**src/hdl/misc_msg_map.svh**
```systemverilog
`ifndef MISC_MSG_MAP_SVH
`define MISC_MSG_MAP_SVH

// Codes carried in the message kind field.
`define KIND_CREDITED 4'h1
`define KIND_UNCREDITED 4'h2
`define KIND_CREDIT_EXCH 4'h3
`define KIND_ERR_NOTICE 4'h4

// Trailer word codes and header bit positions within a 32-bit link word, byte k in bits [8k+7:8k].
`define TRAILER_KIND_ERR_POISON 3'h6
`define HDR_FLAG_BIT 7
`define HDR_KIND_LSB 3
`define HDR_LEN_HI_LSB 0
`define HDR_LEN_LO_LSB 14
`define HDR_CREDIT_LSB 12
`define HDR_OPCODE_LSB 8
`define HDR_PAY_LSB 16
`define TRL_KIND_LSB 4

// Payload size limits in bytes and the fixed size of a credit exchange body.
`define PAY_MIN_BYTES 6'h02
`define PAY_MAX_BYTES 6'h20
`define EXCH_BYTES 6'h06
`define EXCH_RSVD_LSB 16

// Misc credits held by the sender after reset, and the ceiling at which the count saturates.
`define INIT_MISC_CREDITS 8'h04
`define MAX_MISC_CREDITS 8'hff

`endif

```
**src/hdl/misc_msg_pkg.sv**
```systemverilog
package misc_msg_pkg;

    typedef enum logic {TX_IDLE, TX_SEND} tx_phase_t;

    typedef enum logic [1:0] {RX_HEAD, RX_TRAIL, RX_PAY} rx_phase_t;

    typedef struct packed {
        tx_phase_t phase;
        logic req_ready;
        logic valid;
        logic last;
        logic [31:0] data;
        logic [3:0] idx;
        logic [3:0] nwords;
        logic [8:0][31:0] words;
        logic [7:0] credits;
    } tx_state_t;

    typedef struct packed {
        rx_phase_t phase;
        logic ready;
        logic [3:0] kind;
        logic [3:0] opcode;
        logic [1:0] credit;
        logic [4:0] len;
        logic [3:0] rem;
        logic [3:0] pos;
        logic [271:0] body;
        logic msg_valid;
        logic [3:0] msg_kind;
        logic [3:0] msg_opcode;
        logic [1:0] msg_credit;
        logic [5:0] msg_bytes;
        logic [255:0] msg_payload;
        logic credit_return_valid;
        logic [1:0] credit_return_count;
    } rx_state_t;

endpackage

```
**src/hdl/misc_link_if.sv**
```systemverilog
`timescale 1ns/1ps
`default_nettype none

// One 32-bit word per accepted beat; last marks the final word of a message.
interface misc_link_if;
    logic valid;
    logic ready;
    logic [31:0] data;
    logic last;

    modport sender (
        output valid,
        output data,
        output last,
        input ready
    );

    modport receiver (
        input valid,
        input data,
        input last,
        output ready
    );
endinterface

`default_nettype wire

```
**src/hdl/misc_msg_tx.sv**
```systemverilog
`include "misc_msg_map.svh"
`timescale 1ns/1ps
`default_nettype none

module misc_msg_tx (
    input wire logic clk,
    input wire logic resetn,
    misc_link_if.sender link,
    input wire logic req_valid,
    output logic req_ready,
    input wire logic [3:0] req_kind,
    input wire logic [3:0] req_opcode,
    input wire logic [1:0] req_credit,
    input wire logic [5:0] req_bytes,
    input wire logic [255:0] req_payload,
    input wire logic no_packing,
    input wire logic credit_return_valid,
    input wire logic [1:0] credit_return_count,
    output logic [7:0] misc_credits
);

    misc_msg_pkg::tx_state_t s;
    misc_msg_pkg::tx_state_t next_s;

    // Build scratch values, declared here so the process assigns them first.
    logic [5:0] nbytes;
    logic [4:0] len;
    logic [5:0] extra;

    // Header field values and the acceptance decision.
    logic [1:0] credit;
    logic pad;
    logic exch;
    logic needs_credit;
    logic take;

    // Payload and the two fixed words that are built before acceptance.
    logic [255:0] masked;
    logic [271:0] wide;
    logic [31:0] hdr_word;
    logic [31:0] pad_word;

    // Misc credit bookkeeping for this cycle.
    logic [1:0] returned;
    logic spent;
    logic [8:0] sum;

    // The whole message is built into word storage at acceptance, then streamed one word per beat.
    // Holding every word costs flops, but the streaming side becomes a plain index walk.
    always_comb begin
        // Defaults hold the state and give every scratch value a known start.
        next_s = s;
        nbytes = req_bytes;
        len = 5'h00;
        extra = 6'h00;
        credit = req_credit;
        pad = 1'b0;
        exch = (req_kind == `KIND_CREDIT_EXCH);
        needs_credit = (req_kind == `KIND_CREDITED);
        take = 1'b0;
        masked = req_payload;
        wide = 272'h0;
        hdr_word = 32'h0000_0000;
        pad_word = 32'h0000_0000;
        returned = 2'b00;
        spent = 1'b0;
        sum = 9'h000;

        // Out-of-range sizes are clamped rather than refused, so the link never sees an illegal length.
        if (nbytes < `PAY_MIN_BYTES) begin
            nbytes = `PAY_MIN_BYTES;
        end else if (nbytes > `PAY_MAX_BYTES) begin
            nbytes = `PAY_MAX_BYTES;
        end

        // A credit exchange has a fixed size; its piggyback field and reserved bytes 2 and 3 stay zero.
        if (exch) begin
            nbytes = `EXCH_BYTES;
            credit = 2'b00;
            masked[`EXCH_RSVD_LSB +: 16] = 16'h0000;
        end

        // Bytes past the payload are reserved and sent as zero.
        for (int b = 0; b < 32; b++) begin
            if (b >= int'(nbytes)) begin
                masked[8*b +: 8] = 8'h00;
            end
        end

        // The length field counts payload bytes less one; each word after the header carries four more.
        len = 5'(nbytes - 6'h01);
        extra = (6'(len) + 6'h02) >> 2;

        // With packing off a lone header word is below the transport's minimum, so a trailer pads it.
        pad = no_packing && (extra == 6'h00);

        // Payload shifted by the two bytes that ride in the header, so word j starts at byte 4j-2.
        wide = {16'h0000, masked};

        // Header word: byte 0 flag, kind, length high; byte 1 length low, credit, opcode.
        // Bytes 2 and 3 carry the first two payload bytes.
        hdr_word[`HDR_FLAG_BIT] = pad;
        hdr_word[`HDR_KIND_LSB +: 4] = req_kind;
        hdr_word[`HDR_LEN_HI_LSB +: 3] = len[4:2];
        hdr_word[`HDR_LEN_LO_LSB +: 2] = len[1:0];
        hdr_word[`HDR_CREDIT_LSB +: 2] = credit;
        hdr_word[`HDR_OPCODE_LSB +: 4] = req_opcode;
        hdr_word[`HDR_PAY_LSB +: 16] = masked[15:0];

        // The pad trailer holds its kind code alone: zero error code, zero corruption marks, no chain bit.
        pad_word[`TRL_KIND_LSB +: 3] = `TRAILER_KIND_ERR_POISON;

        // Accept a request when idle, then walk the stored words while the receiver takes them.
        unique case (s.phase)
            misc_msg_pkg::TX_IDLE: begin
                // A credited message needs a misc credit in hand.
                // Without one the request simply waits; nothing else signals the refusal.
                take = req_valid && s.req_ready && !(needs_credit && (s.credits == 8'h00));
                if (take) begin
                    // Payload words follow the header; the pad trailer takes word 1 when it is present.
                    next_s.words[0] = hdr_word;
                    for (int j = 1; j < 9; j++) begin
                        next_s.words[j] = wide[32*j-16 +: 32];
                    end
                    if (pad) begin
                        next_s.words[1] = pad_word;
                    end

                    // The first beat goes out next cycle; the request side stays closed until the last word.
                    next_s.nwords = 4'(extra) + 4'h1 + {3'b000, pad};
                    next_s.idx = 4'h0;
                    next_s.data = next_s.words[0];
                    next_s.valid = 1'b1;
                    next_s.last = (next_s.nwords == 4'h1);
                    next_s.req_ready = 1'b0;
                    next_s.phase = misc_msg_pkg::TX_SEND;
                end
            end
            misc_msg_pkg::TX_SEND: begin
                // Each accepted word moves the index on; acceptance of the last word closes the message.
                if (s.valid && link.ready) begin
                    if (s.last) begin
                        // Ready returns only after the last word, so one message is in flight at a time.
                        next_s.valid = 1'b0;
                        next_s.last = 1'b0;
                        next_s.req_ready = 1'b1;
                        next_s.phase = misc_msg_pkg::TX_IDLE;
                    end else begin
                        // Data and last change only on an accepted beat, so both hold while the far end stalls.
                        next_s.idx = s.idx + 4'h1;
                        next_s.data = s.words[s.idx + 4'h1];
                        next_s.last = ((s.idx + 4'h2) == s.nwords);
                    end
                end
            end
        endcase

        // A credit returned in the same cycle as one is spent is kept; the count saturates at the top.
        // Saturation only guards a misbehaving peer, as a sane peer never returns more than it was given.
        returned = credit_return_valid ? credit_return_count : 2'b00;
        spent = take && needs_credit;
        sum = {1'b0, s.credits} + {7'h00, returned};
        sum = sum - {8'h00, spent};
        next_s.credits = (sum > {1'b0, `MAX_MISC_CREDITS}) ? `MAX_MISC_CREDITS : sum[7:0];
    end

    // All state updates here; reset leaves the sender idle and ready.
    // Only constants are loaded in reset, so nothing from the logic reaches the asynchronous path.
    always_ff @(posedge clk or negedge resetn) begin
        if (!resetn) begin
            s <= '0;
            s.phase <= misc_msg_pkg::TX_IDLE;
            s.req_ready <= 1'b1;
            // The sender starts with its initial misc credit allowance.
            s.credits <= `INIT_MISC_CREDITS;
        end else begin
            s <= next_s;
        end
    end

    // Link outputs are flops of the state, so the far end never sees a combinational path.
    assign link.valid = s.valid;
    assign link.data = s.data;
    assign link.last = s.last;

    // Request-side outputs come straight from flops as well.
    assign req_ready = s.req_ready;
    assign misc_credits = s.credits;

endmodule

`default_nettype wire

```
**src/flat_wrapper.sv**
```systemverilog
// flat-port wrapper written by rule: the top's interface ports become plain ports
module misc_msg_tx_flat 
  (clk, resetn, req_valid, req_ready, req_kind, req_opcode, req_credit, req_bytes, req_payload, no_packing, credit_return_valid, credit_return_count, misc_credits, link_valid, link_data, link_last, link_ready);
  misc_link_if link_i ();
  input wire logic clk;
  input wire logic resetn;
  input wire logic req_valid;
  output logic req_ready;
  input wire logic [3:0] req_kind;
  input wire logic [3:0] req_opcode;
  input wire logic [1:0] req_credit;
  input wire logic [5:0] req_bytes;
  input wire logic [255:0] req_payload;
  input wire logic no_packing;
  input wire logic credit_return_valid;
  input wire logic [1:0] credit_return_count;
  output logic [7:0] misc_credits;
  output wire logic [$bits(link_i.valid)-1:0] link_valid;
  output wire logic [$bits(link_i.data)-1:0] link_data;
  output wire logic [$bits(link_i.last)-1:0] link_last;
  input wire logic [$bits(link_i.ready)-1:0] link_ready;
  assign link_valid = link_i.valid;
  assign link_data = link_i.data;
  assign link_last = link_i.last;
  assign link_i.ready = link_ready;
  misc_msg_tx u_core (.clk(clk), .resetn(resetn), .link(link_i), .req_valid(req_valid), .req_ready(req_ready), .req_kind(req_kind), .req_opcode(req_opcode), .req_credit(req_credit), .req_bytes(req_bytes), .req_payload(req_payload), .no_packing(no_packing), .credit_return_valid(credit_return_valid), .credit_return_count(credit_return_count), .misc_credits(misc_credits));
endmodule
```
**config.mk**
```make
export PLATFORM = sky130hd
export DESIGN_NAME = misc_msg_tx_flat
export DESIGN_NICKNAME = d
export VERILOG_FILES = /design/src/hdl/misc_msg_pkg.sv /design/src/hdl/misc_link_if.sv /design/src/hdl/misc_msg_tx.sv /design/src/flat_wrapper.sv
export VERILOG_INCLUDE_DIRS = /design/src /design/src/hdl
export SDC_FILE = /design/constraint.sdc
export NUM_CORES = 1
export LEC_CHECK = 0
export BUFFER_PORTS_ARGS = -buffer_cell sky130_fd_sc_hd__buf_2
export CORE_UTILIZATION = 50
export CTS_BUF_LIST = sky130_fd_sc_hd__clkbuf_8
export DETAILED_ROUTE_END_ITERATION = 8
export PLACE_DENSITY = 0.82
export REMOVE_ABC_BUFFERS = 1
export SLEW_MARGIN = 20
export SYNTH_ARGS = -nofsm -noshare
export SYNTH_HDL_FRONTEND = slang
export SYNTH_SLANG_ARGS = --single-unit
```
**constraint.sdc**
```tcl
create_clock -name clk -period 9.3 [get_ports clk]
set_input_delay 1.86 -clock clk [delete_from_list [all_inputs] [get_ports clk]]
set_output_delay 1.86 -clock clk [all_outputs]
set_load 0.05 [all_outputs]
```
---- After elaboration in Yosys (flattened, before gate mapping) ----
Cells that the tools add are included.
word-level totals
  RAM bits ................................ 0
  input bits .............................. 280
  memory bits (read-only) ................. 0
  latch bits .............................. 0
  memories kept ........................... 0
  logic and storage cells ................. 132
  bits in registers ....................... 324
operators by class
  shift-type cells ........................ 0
  $lt $le $gt $ge ......................... 36
  mux-type cells .......................... 49
  $add $sub $neg .......................... 8
  multiply operators ...................... 0
  eq/ne operators ......................... 8
  div/mod/pow operators ................... 0
  reductions and logical operators ........ 13
  bitwise gates (word level) .............. 1
operator list
  cell                                                                   number
  332-bit 2-to-1 mux                                                     1
  8-bit 2-to-1 mux                                                       33
  32-bit binary-select mux with 4-bit select                             1
  5-bit by 6-bit >= comparator with 1-bit output (first input constant)  16
  40-bit one-hot mux with 2 select lines                                 1
  32-bit 2-to-1 mux                                                      2
  4-bit by 6-bit >= comparator with 1-bit output (first input constant)  8
  40-bit 2-to-1 mux                                                      1
  36-bit 2-to-1 mux                                                      1
  3-bit by 6-bit >= comparator with 1-bit output (first input constant)  4
  6-bit 2-to-1 mux                                                       3
  16-bit 2-to-1 mux                                                      1
  1-bit by 6-bit >= comparator with 1-bit output (first input constant)  2
  2-bit by 6-bit >= comparator with 1-bit output (first input constant)  2
  8-bit by 2-bit adder with 9-bit output                                 1
  9-bit by 8-bit > comparator with 1-bit output (second input constant)  1
  9-bit by 1-bit subtractor with 9-bit output                            1
  4-bit by 1-bit adder with 4-bit output (second input constant)         2
  4-bit by 1-bit == test with 1-bit output (second input constant)       2
  8-bit zero test                                                        1
  5-bit by 2-bit adder with 6-bit output (second input constant)         1
  6-bit > comparator (second input constant)                             1
  1-bit logical AND                                                      6
  6-bit zero test                                                        1
  16 further kinds                                                       22

---- Logic depth before layout (Yosys ltp) ----
Gate-level depths: netlist (run 1).
  word-level depth ........................ 12
  mapped depth ............................ 20

---- Worst setup path before layout (run 1) ----
Ideal clock, no wire load.
  path kind ............................... input to register
  start ................................... in req_kind[3]
  end ..................................... reg u_core.s[299] in the netlist's numbering
  data arrival time ....................... 5.931 ns
  buffers on the path ..................... 3
  data required time ...................... 9.236 ns
  cell stages on the path ................. 17
  setup slack ............................. 3.304 ns
  library setup time ...................... 0.064 ns
  cell sequence ........................... nor4bb_1 clkbuf_1 buf_1 nor3_1 inv_1 ha_1 buf_6 or3b_4 a221oi_4 o2111ai_2 a2111oi_4 inv_2 ha_1 or4_1 nor4_1 or3_1 mux2_2
between the ends
  cells in the longest elaborated chain, start to end .. 7
ends and longest elaborated chain
  item                                                                                            line                text
  start: declaration                                                                              flat_wrapper.sv:9   input wire logic [3:0] req_kind;
  4-bit by 2-bit == test with 1-bit output (no source line) *                                     --
  6-bit 2-to-1 mux *                                                                              misc_msg_tx.sv:77   if (exch) begin
  5-bit by 1-bit subtractor with 5-bit output *                                                   misc_msg_tx.sv:91   len = 5'(nbytes - 6'h01);
  via u_core.hdr_word[14]                                                                         misc_msg_tx.sv:40   logic [31:0] hdr_word;
  5-bit by 2-bit adder with 6-bit output *                                                        misc_msg_tx.sv:92   extra = (6'(len) + 6'h02) >> 2;
  parallel branches: the longest is 2 deep, another holds 4-bit by 1-bit adder with 4-bit output  --
  4-bit by 1-bit adder with 4-bit output *                                                        misc_msg_tx.sv:130  next_s.nwords = 4'(extra) + 4'h1 + {3'b000, pad};
  end signal: assignment                                                                          misc_msg_tx.sv:177  s <= next_s;
  end: declaration                                                                                misc_msg_tx.sv:22   misc_msg_pkg::tx_state_t s;
Mark *: on every way through the listed nets, which the timed path passes.
A chain may end at the register's enable or synchronous reset.

---- Final worst setup path (run 1) ----
  start ................................... in req_kind[3]
  end ..................................... reg u_core.s, in the netlist u_core.link.last
between the ends
  cells in the longest elaborated chain, start to end .. 10
ends and longest elaborated chain
  item                                                                                            line                text
  4-bit by 2-bit == test with 1-bit output (no source line) *                                     --
  6-bit 2-to-1 mux *                                                                              misc_msg_tx.sv:77
  5-bit by 1-bit subtractor with 5-bit output *                                                   misc_msg_tx.sv:91
  via u_core.hdr_word[14]                                                                         misc_msg_tx.sv:40
  5-bit by 2-bit adder with 6-bit output *                                                        misc_msg_tx.sv:92
  parallel branches: the longest is 2 deep, another holds 4-bit by 1-bit adder with 4-bit output  --
  4-bit by 1-bit adder with 4-bit output *                                                        misc_msg_tx.sv:130
  4-bit by 1-bit == test with 1-bit output *                                                      misc_msg_tx.sv:134  next_s.last = (next_s.nwords == 4'h1);
  332-bit 2-to-1 mux *                                                                            misc_msg_tx.sv:119  if (take) begin
  40-bit one-hot mux with 2 select lines *                                                        misc_msg_tx.sv:114  unique case (s.phase)
Mark *: on every way through the listed nets, which the timed path passes. The select of a mux whose other input is x is not followed.

==> flow_summary_export.csv, run 1 <==
group,metric,value,unit
run_status,status,"finished clean",
die,placementRows,63,
clock_network,worstSkewPairLatency,580,ps
logic_synthesis,ys.flop_type,"dfrtp_1",
logic_synthesis,synthArstFlopShare,100,%
timing,setup-violations-final,0,
logic_synthesis,ys_warn_count,0,
timing,fin_ws,3370,ps
timing,post-route-period-util,63.8,%
setup_path,start_kind,"input pin",
place,hpwl,30800,µm
clock_network,cts_resized,0,
setup_path,path_common_cell,"ha_1",
worst_hold_path,min_to,"u_core.s[242]$_DFFE_PN0P_",
place,placed_cells,1956,
layout,nFillCells,2481,
detailed_routing,vias,12400,
layout,layout-drive-gt1-share,30.5,%
clock_network,cts_buffers,55,
global_routing,grt_pass1_vias,12700,
detailed_routing,met1_length,17600,µm
setup_path,worst_path_largest_cell_delay,950,ps
logic_synthesis,syn_area_per_cell,11.3,µm²
timing,maxSlewViolCount,0,
logic_synthesis,synth-edff-count,0,
logic_synthesis,synth_area,15400,µm²
detailed_routing,drtPass1Iterations,5,
timing,finalSetupTns,0,ps
global_routing,grt_max_degree,234,
global_routing,grt.total_usage,29.2,%
setup_path,required,9770,ps
logic_synthesis,ys_types,58,
detailed_routing,antenna_left,0,
setup_path,cp.arrival,6400,ps
setup_path,startpoint,"req_kind[3]",
clock_network,cts_tree,"done",
place,numPortBuffers,322,
timing,tightest_slew,1180,ps
global_routing,antenna_found_initial,15,
detailed_routing,drt_iter0_markers,970,
timing,skew,27.8,ps
die,coreArea,30000,µm²
clock_network,cts-root-buf,"clkbuf_8",
die,die_x,177,µm
die,ioPinCount,323,
logic_synthesis,synth_seq_cells,324,
detailed_routing,top_layer_used,"met5",
detailed_routing,wl_met3,4400,µm
setup_path,critPathKind,"in -> reg",
setup_path,cp_max_fo,19,
setup_path,r2r_start,"u_core.misc_credits[3]$_DFF_PN0_",
clock_network,cts_hold_buf,0,
place,place_congestion,0.860,
worst_hold_path,min_path_type,"reg -> reg",
detailed_routing,routedWlPerCell,22.1,µm
detailed_routing,remaining_drc_errors,0,
timing,rsz0062_at_grt,"no",
setup_path,r2r_cells,16,
die,die_area,31400,µm²
detailed_routing,via_per_inst,6.01,
setup_path,r2r-end,"u_core.misc_credits[3]$_DFF_PN0_",
timing,timing.final.crit_period,5930,ps
detailed_routing,totalWireLength,45600,µm
layout,syn2layout_area_growth,18.5,%
power,power_leakage,0.00884,µW
setup_path,rrSetupSlack,4940,ps
setup_path,crit_slowest_cell,"a2111oi_4",
logic_synthesis,synth-seq-area-share,52.8,%
timing,fmaxAchievable,169,MHz
clock_network,post_cts_buffers,0,
layout,layout.cells.non_filler,2064,
place,preCtsSetupSlack,2780,ps
setup_path,critPathTopFamily,"compound AO/OA/AOI/OAI gates",
clock_network,cts_sinks,324,
logic_synthesis,syn_inst,1358,
clock_network,h-tree-depth,2,
setup_path,worstPathBufferInverterCount,5,
detailed_routing,met2_length,21500,µm
global_routing,grt-ovfl-total,0,
layout,final_nets,1925,
power,ir_drop,0.000172,V
timing,whs,465,ps
setup_path,setup.worst_path.end_class,"flip-flop",
timing,relSlewSlack,21.6,%
layout,final_cell_mix,"buf_2, dfrtp_1, nand2_1",
setup_path,cp_cell_sequence,"buf_2 -> nor4bb_4 -> buf_4 -> nor3_1 -> inv_1 -> ha_1 -> or3b_4 -> a221oi_4 -> o2111ai_2 -> a2111oi_4 -> inv_2 -> ha_1 -> inv_1 -> ha_1 -> or3_1 -> o31ai_1",
die,dieHeight,177,µm
die,start_util,51.3,%
setup_path,worst-path-stages,16,
worst_hold_path,hp-start,"u_core.s[242]$_DFFE_PN0P_",
clock_network,ctsLongestPathBuffers,3,
global_routing,grt_pass1_wl,69300,µm
clock_network,clk_pin_slew,60,ps
job,cap_violations,0,
power,p_per_area,280,nW/µm²
worst_hold_path,holdPathStages,2,
timing,hold_viol,0,
worst max path at each step:
| stage | to |
|---|---|
| floorplan | u_core.link.data[16]$_DFFE_PN0P_ |
| global placement | u_core.s[299]$_DFFE_PN0P_ |
| detailed placement | u_core.link.last$_DFFE_PN0P_ |
| CTS | u_core.link.last$_DFFE_PN0P_ |
| global route | u_core.link.last$_DFFE_PN0P_ |
| finish | u_core.link.last$_DFFE_PN0P_ |
cells in the mapped netlist, drive strengths merged (2+ instances only):
cell / n / share of area [%]
dfrtp: 322 / 52
nand2: 269 / 6.6
a22o: 190 / 11
clkbuf: 73 / 1.8
o21ai: 69 / 2.2
mux4: 64 / 9.4
a21oi: 59 / 1.9
buf: 54 / 2.4
nor2: 33 / 0.81
nand3: 31 / 1.0
inv: 25 / 0.61
ha: 21 / 1.7
nor3: 21 / 0.83
xnor2: 15 / 0.86
a31oi: 14 / 0.57
mux2i: 10 / 0.65
a211oi: 9 / 0.52
a221o: 8 / 0.52
nand2b: 7 / 0.29
nor2b: 6 / 0.24
xor2: 5 / 0.29
a21o: 4 / 0.20
o221ai: 4 / 0.23
o211ai: 3 / 0.15
or2: 3 / 0.12
or3: 3 / 0.12
a221oi: 2 / 0.23
a22oi: 2 / 0.098
and2: 2 / 0.081
dfstp: 2 / 0.34
mux2: 2 / 0.15
nor4: 2 / 0.081
nor4b: 2 / 0.11
nor4bb: 2 / 0.13
o211a: 2 / 0.13
o22a: 2 / 0.11
o31ai: 2 / 0.098
final cells by class:
type                            instances  area (µm²)  share of cell area, %
Sequential cell                       324        8110                   44.6
Multi-Input combinational cell        882        6600                   36.3
Timing Repair Buffer                  335        1740                   9.59
Clock buffer                           70         963                   5.29
Tap cell                              390         488                   2.68
Clock inverter                         25         160                  0.880
Inverter                               25        93.8                  0.516
Antenna cell                           13        32.5                  0.179
flip-flops by register name, indices dropped and copies added (netlist names):
name	flops
u_core.link.data	32
u_core.link.valid	1
u_core.req_ready	1
u_core.link.last	1
u_core.misc_credits	8
u_core.s	281
per-layer routing:
layer | vias to the layer above | global-route usage [%]
met3 | 136 | 7.65
met1 | 6156 | 37.1
met4 | 6 | 14.2
li1 | 5473 | -
met2 | 641 | 46.3
met5 | - | 0
tightest hold or removal path, delay by kind of cell, from the launching register on:
kind | cells | cell delay [ps]
DFF | 1 | 340
and+or+nand+nor | 2 | 100
stage by stage:
step,cell area [µm²],total power [µW],utilization [%]
6_report,18200,5090,60.7
5_1_grt,18200,5350,60.7
4_1_cts,18200,5110,60.6
3_5_place_dp,17000,3800,56.9
3_3_place_gp,17000,3730,56.9
2_1_floorplan,14700,3290,-
report_power, final:
group	switching, µW	internal, µW	leakage [µW]	total, µW
combinational	976	792	0.00400	1770
clock	574	726	0.000643	1300
sequential	252	1770	0.00420	2020
total	1800	3290	0.00884	5090
logic make-up (layout without fill, tap and decap cells):
logic type / count (synthesis) / count (layout) / synth area share [%]
flops: 324 / 324 / 52.8
mux: 76 / 76 / 10.2
simple gates: 388 / 388 / 10.9
buf+inv: 152 / 455 / 4.78
xor+xnor: 20 / 20 / 1.14
other cells: 0 / 13 / 0
compound gates: 376 / 376 / 18.4
fa+ha+maj: 22 / 22 / 1.84
Note: power is estimated with default switching activity, not from simulation.
==> run 2: changes to the inputs <==
==> constraint.sdc (replaced) <==
create_clock -name clk -period 5.5 [get_ports clk]
set_input_delay 1.1 -clock clk [delete_from_list [all_inputs] [get_ports clk]]
set_output_delay 1.1 -clock clk [all_outputs]
set_load 0.05 [all_outputs]
==> run 2 against run 1 <==
Effect of this change:
- wire length up 0.20%
- sequential power rose by 69%
- clock skew is 1.2 ps lower
- sequential share of layout area shrank 0.30 points
- via count down 0.26%
- worst hold slack got worse by 2.3 ps
- critical endpoint is now u_core.s[299]$_DFFE_PN0P_
==> flow_summary_export.csv, run 2 (synthesized netlist as in run 1, its figures left out) <==
group,metric,value,unit
detailed_routing,via_per_inst,5.99,
detailed_routing,antenna_left,0,
clock_network,cts_sinks,324,
timing,setup-violations-final,0,
power,power_leakage,0.00890,µW
timing,post-route-period-util,81.3,%
clock_network,post_cts_buffers,0,
detailed_routing,drtPass1Iterations,8,
timing,hold_viol,0,
place,hpwl,30700,µm
layout,final_cell_mix,"buf_2, dfrtp_1, nand2_1",
layout,ff_latch_area,8110,µm²
layout,regMostFlops,"u_core.s",
clock_network,cts_buffers,53,
power,p_per_area,473,nW/µm²
timing,fmaxAchievable,224,MHz
layout,final_nets,1932,
setup_path,required,6010,ps
clock_network,clk_pin_slew,60,ps
global_routing,grt-ovfl-total,0,
timing,rsz0062_at_grt,"no",
die,ioPinCount,323,
die,die_area,31400,µm²
run_status,status,"finished clean",
layout,layout.cells.non_filler,2068,
die,die_x,177,µm
clock_network,ctsLongestPathBuffers,3,
clock_network,h-tree-depth,2,
place,numPortBuffers,322,
detailed_routing,remaining_drc_errors,0,
detailed_routing,vias,12400,
power,ir_drop,0.000313,V
die,placementRows,63,
layout,design_area,18300,µm²
layout,largest_reg_flops,281,
place,placed_area,17100,µm²
detailed_routing,routedWlPerCell,22.1,µm
layout,layout-drive-gt1-share,31.2,%
die,dieHeight,177,µm
global_routing,antenna_found_initial,9,
timing,finalSetupTns,0,ps
layout,syn2layout_area_growth,19.3,%
global_routing,grt_max_degree,119,
setup_path,cp_max_fo,17,
detailed_routing,totalWireLength,45700,µm
clock_network,cts-root-buf,"clkbuf_8",
layout,multi_input_area,6600,µm²
clock_network,cts_hold_buf,0,
worst_hold_path,min_path_type,"reg -> reg",
place,place_congestion,0.848,
clock_network,cts_tree,"done",
setup_path,critPathKind,"in -> reg",
setup_path,start_kind,"input pin",
global_routing,grt_pass1_wl,69100,µm
place,preCtsSetupSlack,477,ps
timing,tightest_slew,1140,ps
detailed_routing,drt_iter0_markers,1083,
die,coreArea,30000,µm²
clock_network,cts_resized,0,
timing,maxSlewViolCount,0,
setup_path,setup.worst_path.end_class,"flip-flop",
place,placed_cells,1965,
timing,timing.final.crit_period,4470,ps
global_routing,grt.total_usage,29.1,%
layout,nFillCells,2423,
timing,fin_ws,1030,ps
die,start_util,51.3,%
timing,relSlewSlack,23.6,%
job,cap_violations,0,
timing,skew,26.5,ps
clock_network,worstSkewPairLatency,580,ps
setup_path,cp.arrival,4990,ps
global_routing,grt_pass1_vias,12600,
run 2: changes by cell type in the layout (fill, tap and decap cells not counted), sizes merged:
cell and change:
clkbuf +3, diode -5, clkinvlp +1, inv -7, clkinv +3, buf +9
run 2: through the flow:
| step | power (µW) | util [%] | hold WS, ps |
|---|---|---|---|
| CTS | 8710 | 61.1 | 468 |
| finish | 8670 | 61.2 | 463 |
| global placement | 6320 | 57.2 | 444 |
| global route | 9120 | 61.1 | 488 |
| detailed placement | 6430 | 57.2 | 455 |
| floorplan | 5570 | - | 433 |
run 2: metal layers:
| layer | GRT usage [%] | part of all wire [%] | routed length, µm | up-vias |
|---|---|---|---|---|
| li1 | - | - | - | 5490 |
| met1 | 38.3 | 39 | 18000 | 6096 |
| met2 | 45.7 | 47 | 21600 | 655 |
| met3 | 7.47 | 9.4 | 4310 | 129 |
| met4 | 12.5 | 3.7 | 1680 | 10 |
| met5 | 0 | 0.15 | 68 | - |
run 2: final timing paths:
path / startpoint / slack, ps / to / cells after the start
max: req_bytes[3] / 1030 / u_core.s[299]$_DFFE_PN0P_ / 16
min: u_core.s[93]$_DFFE_PN0P_ / 460 / u_core.s[93]$_DFFE_PN0P_ / 2
max reg2reg: u_core.misc_credits[3]$_DFF_PN0_ / 1610 / u_core.misc_credits[7]$_DFF_PN0_ / 15
min reg2reg: u_core.s[93]$_DFFE_PN0P_ / 460 / u_core.s[93]$_DFFE_PN0P_ / 2
max in group asynchronous: resetn / 3770 / u_core.misc_credits[2]$_DFF_PN1_ / 2
min in group asynchronous: resetn / 610 / u_core.s[52]$_DFFE_PN0P_ / 1
run 2: worst max-delay path: stages:
cell and delay (ps):
buf_2 190, o41ai_1 450, nor3_1 150, inv_1 110, ha_1 140, buf_4 160
or3b_4 400, a221oi_4 320, o2111ai_2 190, a2111oi_4 410, inv_2 80, ha_1 190
or4_1 520, nor4_1 240, or3_1 180, mux2_2 140
run 2: final cells by class:
| class | count | share of cell area, % |
|---|---|---|
| Clock buffer | 73 | 5.48 |
| Inverter | 25 | 0.512 |
| Clock inverter | 22 | 0.833 |
| Multi-Input combinational cell | 882 | 36.0 |
| Sequential cell | 324 | 44.3 |
| Antenna cell | 8 | 0.109 |
| Timing Repair Buffer | 344 | 10.1 |
| Tap cell | 390 | 2.66 |
run 2: power breakdown:
| group | internal (µW) | switching, µW |
|---|---|---|
| Sequential | 2990 | 425 |
| Combinational | 1350 | 1660 |
| Clock | 1270 | 980 |
